===== src/scr_pkg.sv =====
// package: register map, field layout and timing constants for the serial config core
package scr_pkg;
  localparam logic [14:0] ADDR_SETUP = 15'h0000;
  localparam logic [14:0] ADDR_MODE = 15'h0002;
  localparam logic [14:0] ADDR_MAKER_HI = 15'h000c;
  localparam logic [14:0] ADDR_MAKER_LO = 15'h000d;
  localparam logic [14:0] ADDR_USER = 15'h0010;
  localparam logic [14:0] ADDR_SYNC = 15'h0029;
  localparam int BIT_SOFT_RESET = 7;
  localparam int BIT_ASCEND = 5;
  localparam int BIT_SDO_IND = 4;
  localparam int BIT_ADDR_FREEZE = 0;
  localparam int BIT_PROC_EN = 6;
  localparam int BIT_RECV_EN = 5;
  localparam int BIT_ZOOM = 4;
  localparam logic [7:0] RST_SETUP = 8'h30;
  localparam logic [7:0] RST_MODE = 8'h00;
  localparam logic [7:0] RST_USER = 8'h00;
  localparam logic [7:0] RST_SYNC = 8'h80;
  localparam logic [7:0] SETUP_RO_MASK = 8'h10;
  localparam int QUIET_NS = 750;
  localparam int CLK_PERIOD_NS = 4;
  localparam int QUIET_CYCLES = (QUIET_NS + CLK_PERIOD_NS - 1) / CLK_PERIOD_NS;
  typedef enum logic [1:0] {
    SCR_MODE_NORMAL = 2'b00,
    SCR_MODE_RSVD1 = 2'b01,
    SCR_MODE_RSVD2 = 2'b10,
    SCR_MODE_POWER_DOWN = 2'b11
  } scr_opmode_t;
  typedef struct packed {
    logic sync_processor_enable;
    logic sync_receiver_enable;
    logic sync_delay_zoom;
    logic [3:0] sync_delay_select;
  } scr_sync_ctrl_t;
endpackage : scr_pkg


===== src/scr_core.sv =====
// serial register core: spi slave with configuration registers
// Summary of operation
// - soft reset bit resets all registers
// - soft reset bit clears itself
// - ascend bit picks stream direction, resets one
// - output indicator reads one; reads on sdo
// - mode zero normal, three power down
// - maker code fixed and read only
// - freeze bit holds stream address fixed
// - delay select and zoom drive sync delay
`timescale 1ns/1ps
module scr_core #(
  parameter logic [15:0] MAKER_CODE = 16'h00a5 // arbitrary value
) (
  input wire logic mclk_i,
  input wire logic nrst_i,
  input wire logic sclk_i,
  input wire logic cs_n_i,
  input wire logic sdi_i,
  output logic sdo_o,
  output logic sdo_oe_o,
  output logic chip_reset_o,
  output logic power_down_o,
  output logic [1:0] op_mode_o,
  output scr_pkg::scr_sync_ctrl_t sync_ctrl_o
);
  typedef enum logic [1:0] {
    SCR_ST_IDLE = 2'b00,
    SCR_ST_CMD = 2'b01,
    SCR_ST_DATA = 2'b10,
    SCR_ST_QUIET = 2'b11
  } scr_state_t;

  scr_state_t state;
  logic [7:0] setup_reg;
  logic [7:0] mode_reg;
  logic [7:0] user_reg;
  logic [7:0] sync_reg;
  logic [15:0] cmd;
  logic [14:0] addr;
  logic rd_wr;
  logic sclk_d;
  logic cmd_byte;
  logic [9:0] quiet_cnt;
  logic soft_rst;
  logic sample;
  logic shift;
  logic load;
  logic clr;
  logic [7:0] rx_byte;
  logic [7:0] rx_full;
  logic [2:0] bit_cnt;
  logic byte_done;
  logic sdo_bit;
  logic wr_en;

  function automatic logic [7:0] read_reg(input logic [14:0] a, input logic [7:0] su,
                                          input logic [7:0] md, input logic [7:0] us,
                                          input logic [7:0] sy);
    case (a)
      scr_pkg::ADDR_SETUP: read_reg = su | scr_pkg::SETUP_RO_MASK;
      scr_pkg::ADDR_MODE: read_reg = md;
      scr_pkg::ADDR_MAKER_HI: read_reg = MAKER_CODE[15:8];
      scr_pkg::ADDR_MAKER_LO: read_reg = MAKER_CODE[7:0];
      scr_pkg::ADDR_USER: read_reg = us;
      scr_pkg::ADDR_SYNC: read_reg = sy;
      default: read_reg = 8'h00;
    endcase
  endfunction : read_reg

  function automatic logic [14:0] step_addr(input logic [14:0] a, input logic asc,
                                            input logic frz);
    if (frz)
      step_addr = a;
    else if (asc)
      step_addr = a + 15'h0001;
    else
      step_addr = a - 15'h0001;
  endfunction : step_addr

  // spi mode 0: sample on rising sclk, shift on falling
  always_ff @(posedge mclk_i or negedge nrst_i)
  begin
    if (!nrst_i)
      sclk_d <= 1'b0;
    else
      sclk_d <= sclk_i;
  end

  assign sample = !cs_n_i && sclk_i && !sclk_d && (state != SCR_ST_QUIET);
  assign shift = !cs_n_i && !sclk_i && sclk_d && (state == SCR_ST_DATA) && rd_wr
                 && (bit_cnt != 3'h0);
  assign clr = cs_n_i || (state == SCR_ST_QUIET);
  assign wr_en = byte_done && (state == SCR_ST_DATA) && !rd_wr;
  // whole byte, eighth bit taken straight from the pin
  assign rx_full = {rx_byte[6:0], sdi_i};
  assign soft_rst = wr_en && (addr == scr_pkg::ADDR_SETUP)
                    && rx_full[scr_pkg::BIT_SOFT_RESET];

  scr_shift u_shift (
    .mclk_i(mclk_i),
    .nrst_i(nrst_i),
    .clr_i(clr),
    .sample_i(sample),
    .shift_i(shift),
    .load_i(load),
    .load_data_i(read_reg(byte_done && state == SCR_ST_CMD ? {cmd[6:0], rx_full}
                          : step_addr(addr, setup_reg[scr_pkg::BIT_ASCEND],
                                      user_reg[scr_pkg::BIT_ADDR_FREEZE]),
                          setup_reg, mode_reg, user_reg, sync_reg)),
    .sdi_i(sdi_i),
    .rx_byte_o(rx_byte),
    .bit_cnt_o(bit_cnt),
    .byte_done_o(byte_done),
    .sdo_bit_o(sdo_bit)
  );

  assign load = byte_done && ((state == SCR_ST_CMD && cmd_byte) || state == SCR_ST_DATA);

  // transaction sequencer
  always_ff @(posedge mclk_i or negedge nrst_i)
  begin
    if (!nrst_i)
    begin
      state <= SCR_ST_IDLE;
      cmd <= 16'h0000;
      cmd_byte <= 1'b0;
      quiet_cnt <= 10'h000;
    end
    else
    begin
      case (state)
        SCR_ST_IDLE:
        begin
          cmd_byte <= 1'b0;
          if (!cs_n_i)
            state <= SCR_ST_CMD;
        end
        SCR_ST_CMD:
        begin
          if (cs_n_i)
            state <= SCR_ST_IDLE;
          else if (byte_done)
          begin
            cmd <= {cmd[7:0], rx_full};
            cmd_byte <= 1'b1;
            if (cmd_byte)
              state <= SCR_ST_DATA;
          end
        end
        SCR_ST_DATA:
        begin
          if (soft_rst)
          begin
            state <= SCR_ST_QUIET;
            quiet_cnt <= 10'(scr_pkg::QUIET_CYCLES);
          end
          else if (cs_n_i)
            state <= SCR_ST_IDLE;
        end
        SCR_ST_QUIET:
        begin
          if (quiet_cnt != 10'h000)
            quiet_cnt <= quiet_cnt - 10'h001;
          else if (cs_n_i)
            state <= SCR_ST_IDLE;
        end
        default: state <= SCR_ST_IDLE;
      endcase
    end
  end

  // address pointer
  always_ff @(posedge mclk_i or negedge nrst_i)
  begin
    if (!nrst_i)
    begin
      addr <= 15'h0000;
      rd_wr <= 1'b0;
    end
    else if (state == SCR_ST_CMD && byte_done && cmd_byte)
    begin
      addr <= {cmd[6:0], rx_full};
      rd_wr <= cmd[7];
    end
    else if (state == SCR_ST_DATA && byte_done)
      addr <= step_addr(addr, setup_reg[scr_pkg::BIT_ASCEND],
                        user_reg[scr_pkg::BIT_ADDR_FREEZE]);
  end

  // register writes; soft reset restores every register
  always_ff @(posedge mclk_i or negedge nrst_i)
  begin
    if (!nrst_i)
    begin
      setup_reg <= scr_pkg::RST_SETUP;
      mode_reg <= scr_pkg::RST_MODE;
      user_reg <= scr_pkg::RST_USER;
      sync_reg <= scr_pkg::RST_SYNC;
    end
    else if (soft_rst)
    begin
      setup_reg <= scr_pkg::RST_SETUP;
      mode_reg <= scr_pkg::RST_MODE;
      user_reg <= scr_pkg::RST_USER;
      sync_reg <= scr_pkg::RST_SYNC;
    end
    else if (wr_en)
    begin
      case (addr)
        scr_pkg::ADDR_SETUP: setup_reg <= {1'b0, rx_full[6:5], 1'b1, rx_full[3:0]};
        scr_pkg::ADDR_MODE: mode_reg <= rx_full;
        scr_pkg::ADDR_USER: user_reg <= rx_full;
        scr_pkg::ADDR_SYNC: sync_reg <= rx_full;
        default: ;
      endcase
    end
  end

  // chip reset pulse held through the quiet time
  always_ff @(posedge mclk_i or negedge nrst_i)
  begin
    if (!nrst_i)
      chip_reset_o <= 1'b0;
    else
      chip_reset_o <= soft_rst || (state == SCR_ST_QUIET && quiet_cnt > 10'h001);
  end

  always_ff @(posedge mclk_i or negedge nrst_i)
  begin
    if (!nrst_i)
      sdo_o <= 1'b0;
    else
      sdo_o <= sdo_bit;
  end

  assign sdo_oe_o = !cs_n_i && state == SCR_ST_DATA && rd_wr;
  assign op_mode_o = mode_reg[1:0];
  assign power_down_o = mode_reg[1:0] == scr_pkg::SCR_MODE_POWER_DOWN;
  assign sync_ctrl_o = {sync_reg[scr_pkg::BIT_PROC_EN], sync_reg[scr_pkg::BIT_RECV_EN],
                        sync_reg[scr_pkg::BIT_ZOOM], sync_reg[3:0]};

  property soft_clear_p;
    @(posedge mclk_i) disable iff (!nrst_i) soft_rst |=> setup_reg == scr_pkg::RST_SETUP;
  endproperty
  soft_reset_clear_a: assert property (soft_clear_p) else $error("soft reset not applied");
  self_clear_a: assert property (@(posedge mclk_i) disable iff (!nrst_i)
    !setup_reg[scr_pkg::BIT_SOFT_RESET]) else $error("soft reset bit stuck");
  indicator_one_a: assert property (@(posedge mclk_i) disable iff (!nrst_i)
    setup_reg[scr_pkg::BIT_SDO_IND]) else $error("indicator not one");
  quiet_hold_a: assert property (@(posedge mclk_i) disable iff (!nrst_i)
    soft_rst |=> state == SCR_ST_QUIET [*8]) else $error("quiet time cut short");
  addr_freeze_a: assert property (@(posedge mclk_i) disable iff (!nrst_i)
    (state == SCR_ST_DATA && byte_done && user_reg[0] && !soft_rst) |=> $stable(addr))
    else $error("frozen address moved");
  addr_ascend_a: assert property (@(posedge mclk_i) disable iff (!nrst_i)
    (state == SCR_ST_DATA && byte_done && !user_reg[0] && setup_reg[5] && !soft_rst)
    |=> addr == $past(addr) + 15'h0001) else $error("address not incremented");
  addr_descend_a: assert property (@(posedge mclk_i) disable iff (!nrst_i)
    (state == SCR_ST_DATA && byte_done && !user_reg[0] && !setup_reg[5] && !soft_rst)
    |=> addr == $past(addr) - 15'h0001) else $error("address not decremented");
  power_down_a: assert property (@(posedge mclk_i) disable iff (!nrst_i)
    power_down_o == (mode_reg[1:0] == 2'b11)) else $error("power down mismatch");
  sync_map_a: assert property (@(posedge mclk_i) disable iff (!nrst_i)
    sync_ctrl_o.sync_delay_select == sync_reg[3:0] && sync_ctrl_o.sync_delay_zoom == sync_reg[4])
    else $error("sync control mismatch");
endmodule : scr_core


===== src/scr_shift.sv =====
// shift engine: serial bit shifter for one byte in and one byte out
`timescale 1ns/1ps
module scr_shift (
  input wire logic mclk_i,
  input wire logic nrst_i,
  input wire logic clr_i,
  input wire logic sample_i,
  input wire logic shift_i,
  input wire logic load_i,
  input wire logic [7:0] load_data_i,
  input wire logic sdi_i,
  output logic [7:0] rx_byte_o,
  output logic [2:0] bit_cnt_o,
  output logic byte_done_o,
  output logic sdo_bit_o
);
  logic [7:0] tx_sr;

  // input shifter and bit counter
  always_ff @(posedge mclk_i or negedge nrst_i)
  begin
    if (!nrst_i)
    begin
      rx_byte_o <= 8'h00;
      bit_cnt_o <= 3'h0;
    end
    else if (clr_i)
    begin
      bit_cnt_o <= 3'h0;
    end
    else if (sample_i)
    begin
      rx_byte_o <= {rx_byte_o[6:0], sdi_i};
      bit_cnt_o <= bit_cnt_o + 3'h1;
    end
  end

  assign byte_done_o = sample_i && (bit_cnt_o == 3'h7) && !clr_i;

  // output shifter, msb first
  always_ff @(posedge mclk_i or negedge nrst_i)
  begin
    if (!nrst_i)
    begin
      tx_sr <= 8'h00;
    end
    else if (load_i)
    begin
      tx_sr <= load_data_i;
    end
    else if (shift_i)
    begin
      tx_sr <= {tx_sr[6:0], 1'b0};
    end
  end

  assign sdo_bit_o = tx_sr[7];
endmodule : scr_shift


===== config.mk =====
export PLATFORM = sky130hd
export DESIGN_NAME = scr_core
export DESIGN_NICKNAME = d
export VERILOG_FILES = /design/src/scr_pkg.sv /design/src/scr_core.sv /design/src/scr_shift.sv
export SDC_FILE = /design/constraint.sdc
export NUM_CORES = 1
export LEC_CHECK = 0
export ABC_CLOCK_PERIOD_IN_PS = 4200
export BUFFER_PORTS_ARGS = -buffer_cell sky130_fd_sc_hd__buf_2
export CAP_MARGIN = 20
export CORE_MARGIN = 3
export CORE_UTILIZATION = 39
export CTS_CLUSTER_SIZE = 12
export DETAILED_ROUTE_END_ITERATION = 8
export PLACE_DENSITY = 0.57
export SYNTH_ARGS = -nofsm -noshare
export SYNTH_HDL_FRONTEND = slang
export SYNTH_SLANG_ARGS = --single-unit

===== constraint.sdc =====
create_clock -name mclk_i -period 4.2 [get_ports mclk_i]
set_input_delay 0.21 -clock mclk_i [delete_from_list [all_inputs] [get_ports mclk_i]]
set_output_delay 0.21 -clock mclk_i [all_outputs]
set_load 0.02 [all_outputs]

==> run_results.csv <==
group,metric,value,unit
route,vias,4734,
timing,maxSlewHeadroom,0.5055,
floorplan,io_pins,18,
hold_path,hp-class,"primary input to flop",
synth,async_reset_ff_frac,1.000,
route,routed_wl,15460,um
floorplan,initial_core_util,0.4040,
synth,ys_types,81,
timing,worstMarginPinSlew,0.7418,ns
synth,synth_nets,657,
worst_setup_path,cp.arrival,4.01,ns
final_layout,design_area,6155,um^2
timing,final_max_slew_viol_count,0,
final_layout,largest_register_ffs,15,
timing,rsz0062_at_grt,"no",
synth,synth_top_area_frac,0.3794,
global_route,grt_pass1_vias,4625,
timing,fin_crit_sh,0.9038,
final_layout,reg.largest.list,"addr x15, quiet_cnt x10",
global_route,grt_usage,0.2007,
route,drtIter0Drc,372,
worst_setup_path,worstSetupStartpoint,"setup_reg[5]$_DFFE_PN1P_",
synth,syn_inst,633,
placement,portBuffers,17,
route,wire_per_inst,19.02,um
placement,gp_congestion,0.9068,
final_layout,final_nets,652,
worst_setup_path,start_kind,"flop",
clock_network,cts_tree,"done",
timing,hold_viol,0,
clock_network,cts_buffer_depth,2,
final_layout,final_cell_mix,"90 x nand2_1, 86 x dfrtp_1, 63 x nor2_1",
clock_network,hold_buffers,2,
pwr,powerDensity,351.9,nW/um^2
synth,ys_ff_latch,88,
route,drt-pass1-iter-count,5,
worst_setup_path,endpoint_kind,"flop",
worst_setup_path,critPathMaxFanout,17,
hold_path,hp-start,"cs_n_i",
synth,synth_edf_count,0,
global_route,use_met3,0.05684,
clock_network,cts_max_level,3,
global_route,grt_first_pass_wirelength,25560,um
floorplan,dieHeight,126.6,um
global_route,grt_use_met1,0.2812,
final_layout,antennaDiodeCount,0,
clock_network,clkSlewWorstSetupHoldPaths,0.07,ns
route,drc_errors,0,
clock_network,cts_root_buffer,"clkbuf_16",
worst_setup_path,worst-setup-path-type,"flop to flop",
worst_setup_path,worstReg2RegStart,"setup_reg[5]$_DFFE_PN1P_",
final_layout,regMostFlops,"addr",
final_layout,layout_commonest_cell,"nand2_1",
global_route,antenna_found_initial,0,
timing,period_needed,3.796,ns
timing,finalSetupTns,0,ns
synth,ys_seq_area_frac,0.3886,
synth,syn-cell-area,5673,um^2
placement,place_hpwl,11100,um
global_route,gr-max-usage-layer,"met2",
synth,ys_warn_count,0,
global_route,grt_max_degree,57,
floorplan,die_w,126.6,um
floorplan,die_area,16030,um^2
synth,synth.area.top_cells,"dfrtp_1 38%, nand2_1 6.0%, mux2i_1 4.4%",
clock_network,insertion_delay,0.35,ns
clock_network,cts_sinks,88,
worst_setup_path,ff2ff_setup_slack,0.40,ns
worst_setup_path,required,4.41,ns
placement,post_dp_cell_area,5821,um^2
global_route,grt.overflow.total,0,
run,drv_cap,0,
synth,yosysTopAreaCell,"dfrtp_1",
floorplan,fp-row-count,43,
route,ant_nets,0,
final_layout,final_layout_size_suffix_gt1_frac,0.1232,
floorplan,core_area,14040,um^2
status,outcome,"completed",
final_layout,syn_to_final_growth,8.491,%
timing,fmax,0.2634,GHz
clock_network,postCtsSetupBuffers,0,
timing,finClkSkew,0.009519,ns
synth,syn-mean-instance-area,8.962,um^2
timing,setup_viol,0,
pwr,p_leak,0.002812,uW
clock_network,cts-resized-gates,0,
global_route,grt_use_met2,0.3057,
clock_network,cts_buffers,9,
synth,synth_ff_type,"dfrtp_1",
route,routed_via_density,5.823,
pwr,irDropWorstVdd,0.0002575,V
[power by group]
group	total [uW]	switching [uW]	leakage (uW)	internal (uW)
clock network	849	375	0.000150	474
logic	224	122	0.00149	102
registers	1090	173	0.00118	920
[cell type report]
type	count	area, um^2
Inverter	13	48.80
Tap cell	180	225.2
Multi-Input combinational cell	490	3202
Timing Repair Buffer	26	160.2
Fill cell	1384	7888
Sequential cell	88	2205
Clock inverter	7	88.84
Clock buffer	9	225.2
[critical path: stages, from the launching register on]
cell,delay [ns]
dfstp_2,0.56
inv_1,0.29
ha_1,0.63
nand4_1,0.30
a31oi_1,0.41
a2111oi_0,0.12
nor3_1,0.48
nor4_1,0.16
a2111oi_0,0.57
o21ai_1,0.12
[synth_stat cells (18+ instances only)]
library cell,count
o21ai_0,27
dfrtp_1,86
mux2i_1,25
ha_1,18
a21oi_1,33
nor3_1,20
nor2_1,63
clkbuf_1,19
nand2_1,90
[stage by stage]
stage	hold WS [ns]	setup WS [ns]	instances	total power, uW	utilization
2_1_floorplan	-0.08559	1.110	633	1210	-
3_3_place_gp	0.3104	0.5591	795	1317	0.4145
3_5_place_dp	0.3234	0.4919	795	1332	0.4145
4_1_cts	0.1203	0.4710	813	2196	0.4383
5_1_grt	0.1525	0.2051	813	2275	0.4383
6_report	0.1449	0.4041	813	2166	0.4383
[final timing paths]
kind,cells after the start,endpoint
min in group asynchronous,2,user_reg[3]$_DFFE_PN0P_
max reg2reg,9,u_shift.tx_sr[7]$_DFFE_PN0P_
max in group asynchronous,3,setup_reg[2]$_DFFE_PN0P_
min,2,state[1]$_DFFE_PN0P_
min reg2reg,0,sdo_o$_DFF_PN0_
max,9,u_shift.tx_sr[7]$_DFFE_PN0P_
[routing by layer]
layer | routed length (um) | part of all wire | vias up
met4 | 250 | 0.016 | 0
met3 | 884 | 0.057 | 25
li1 | - | - | 2280
met2 | 7041 | 0.46 | 127
met1 | 7284 | 0.47 | 2302
met5 | 0 | 0 | -
[logic make-up (layout without fill, tap and decap cells)]
logic type / count (synthesis) / after routing / synth area share
and+or+nand+nor: 262 / 262 / 0.2336
AOI/OAI and AO/OA: 158 / 158 / 0.1985
DFF: 88 / 88 / 0.3886
buffers and inverters: 55 / 55 / 0.04698
muxes: 36 / 36 / 0.06595
adders and majority gates: 19 / 19 / 0.04323
xor gates and xnor gates: 15 / 15 / 0.02316
(Power assumes the default switching activity.)
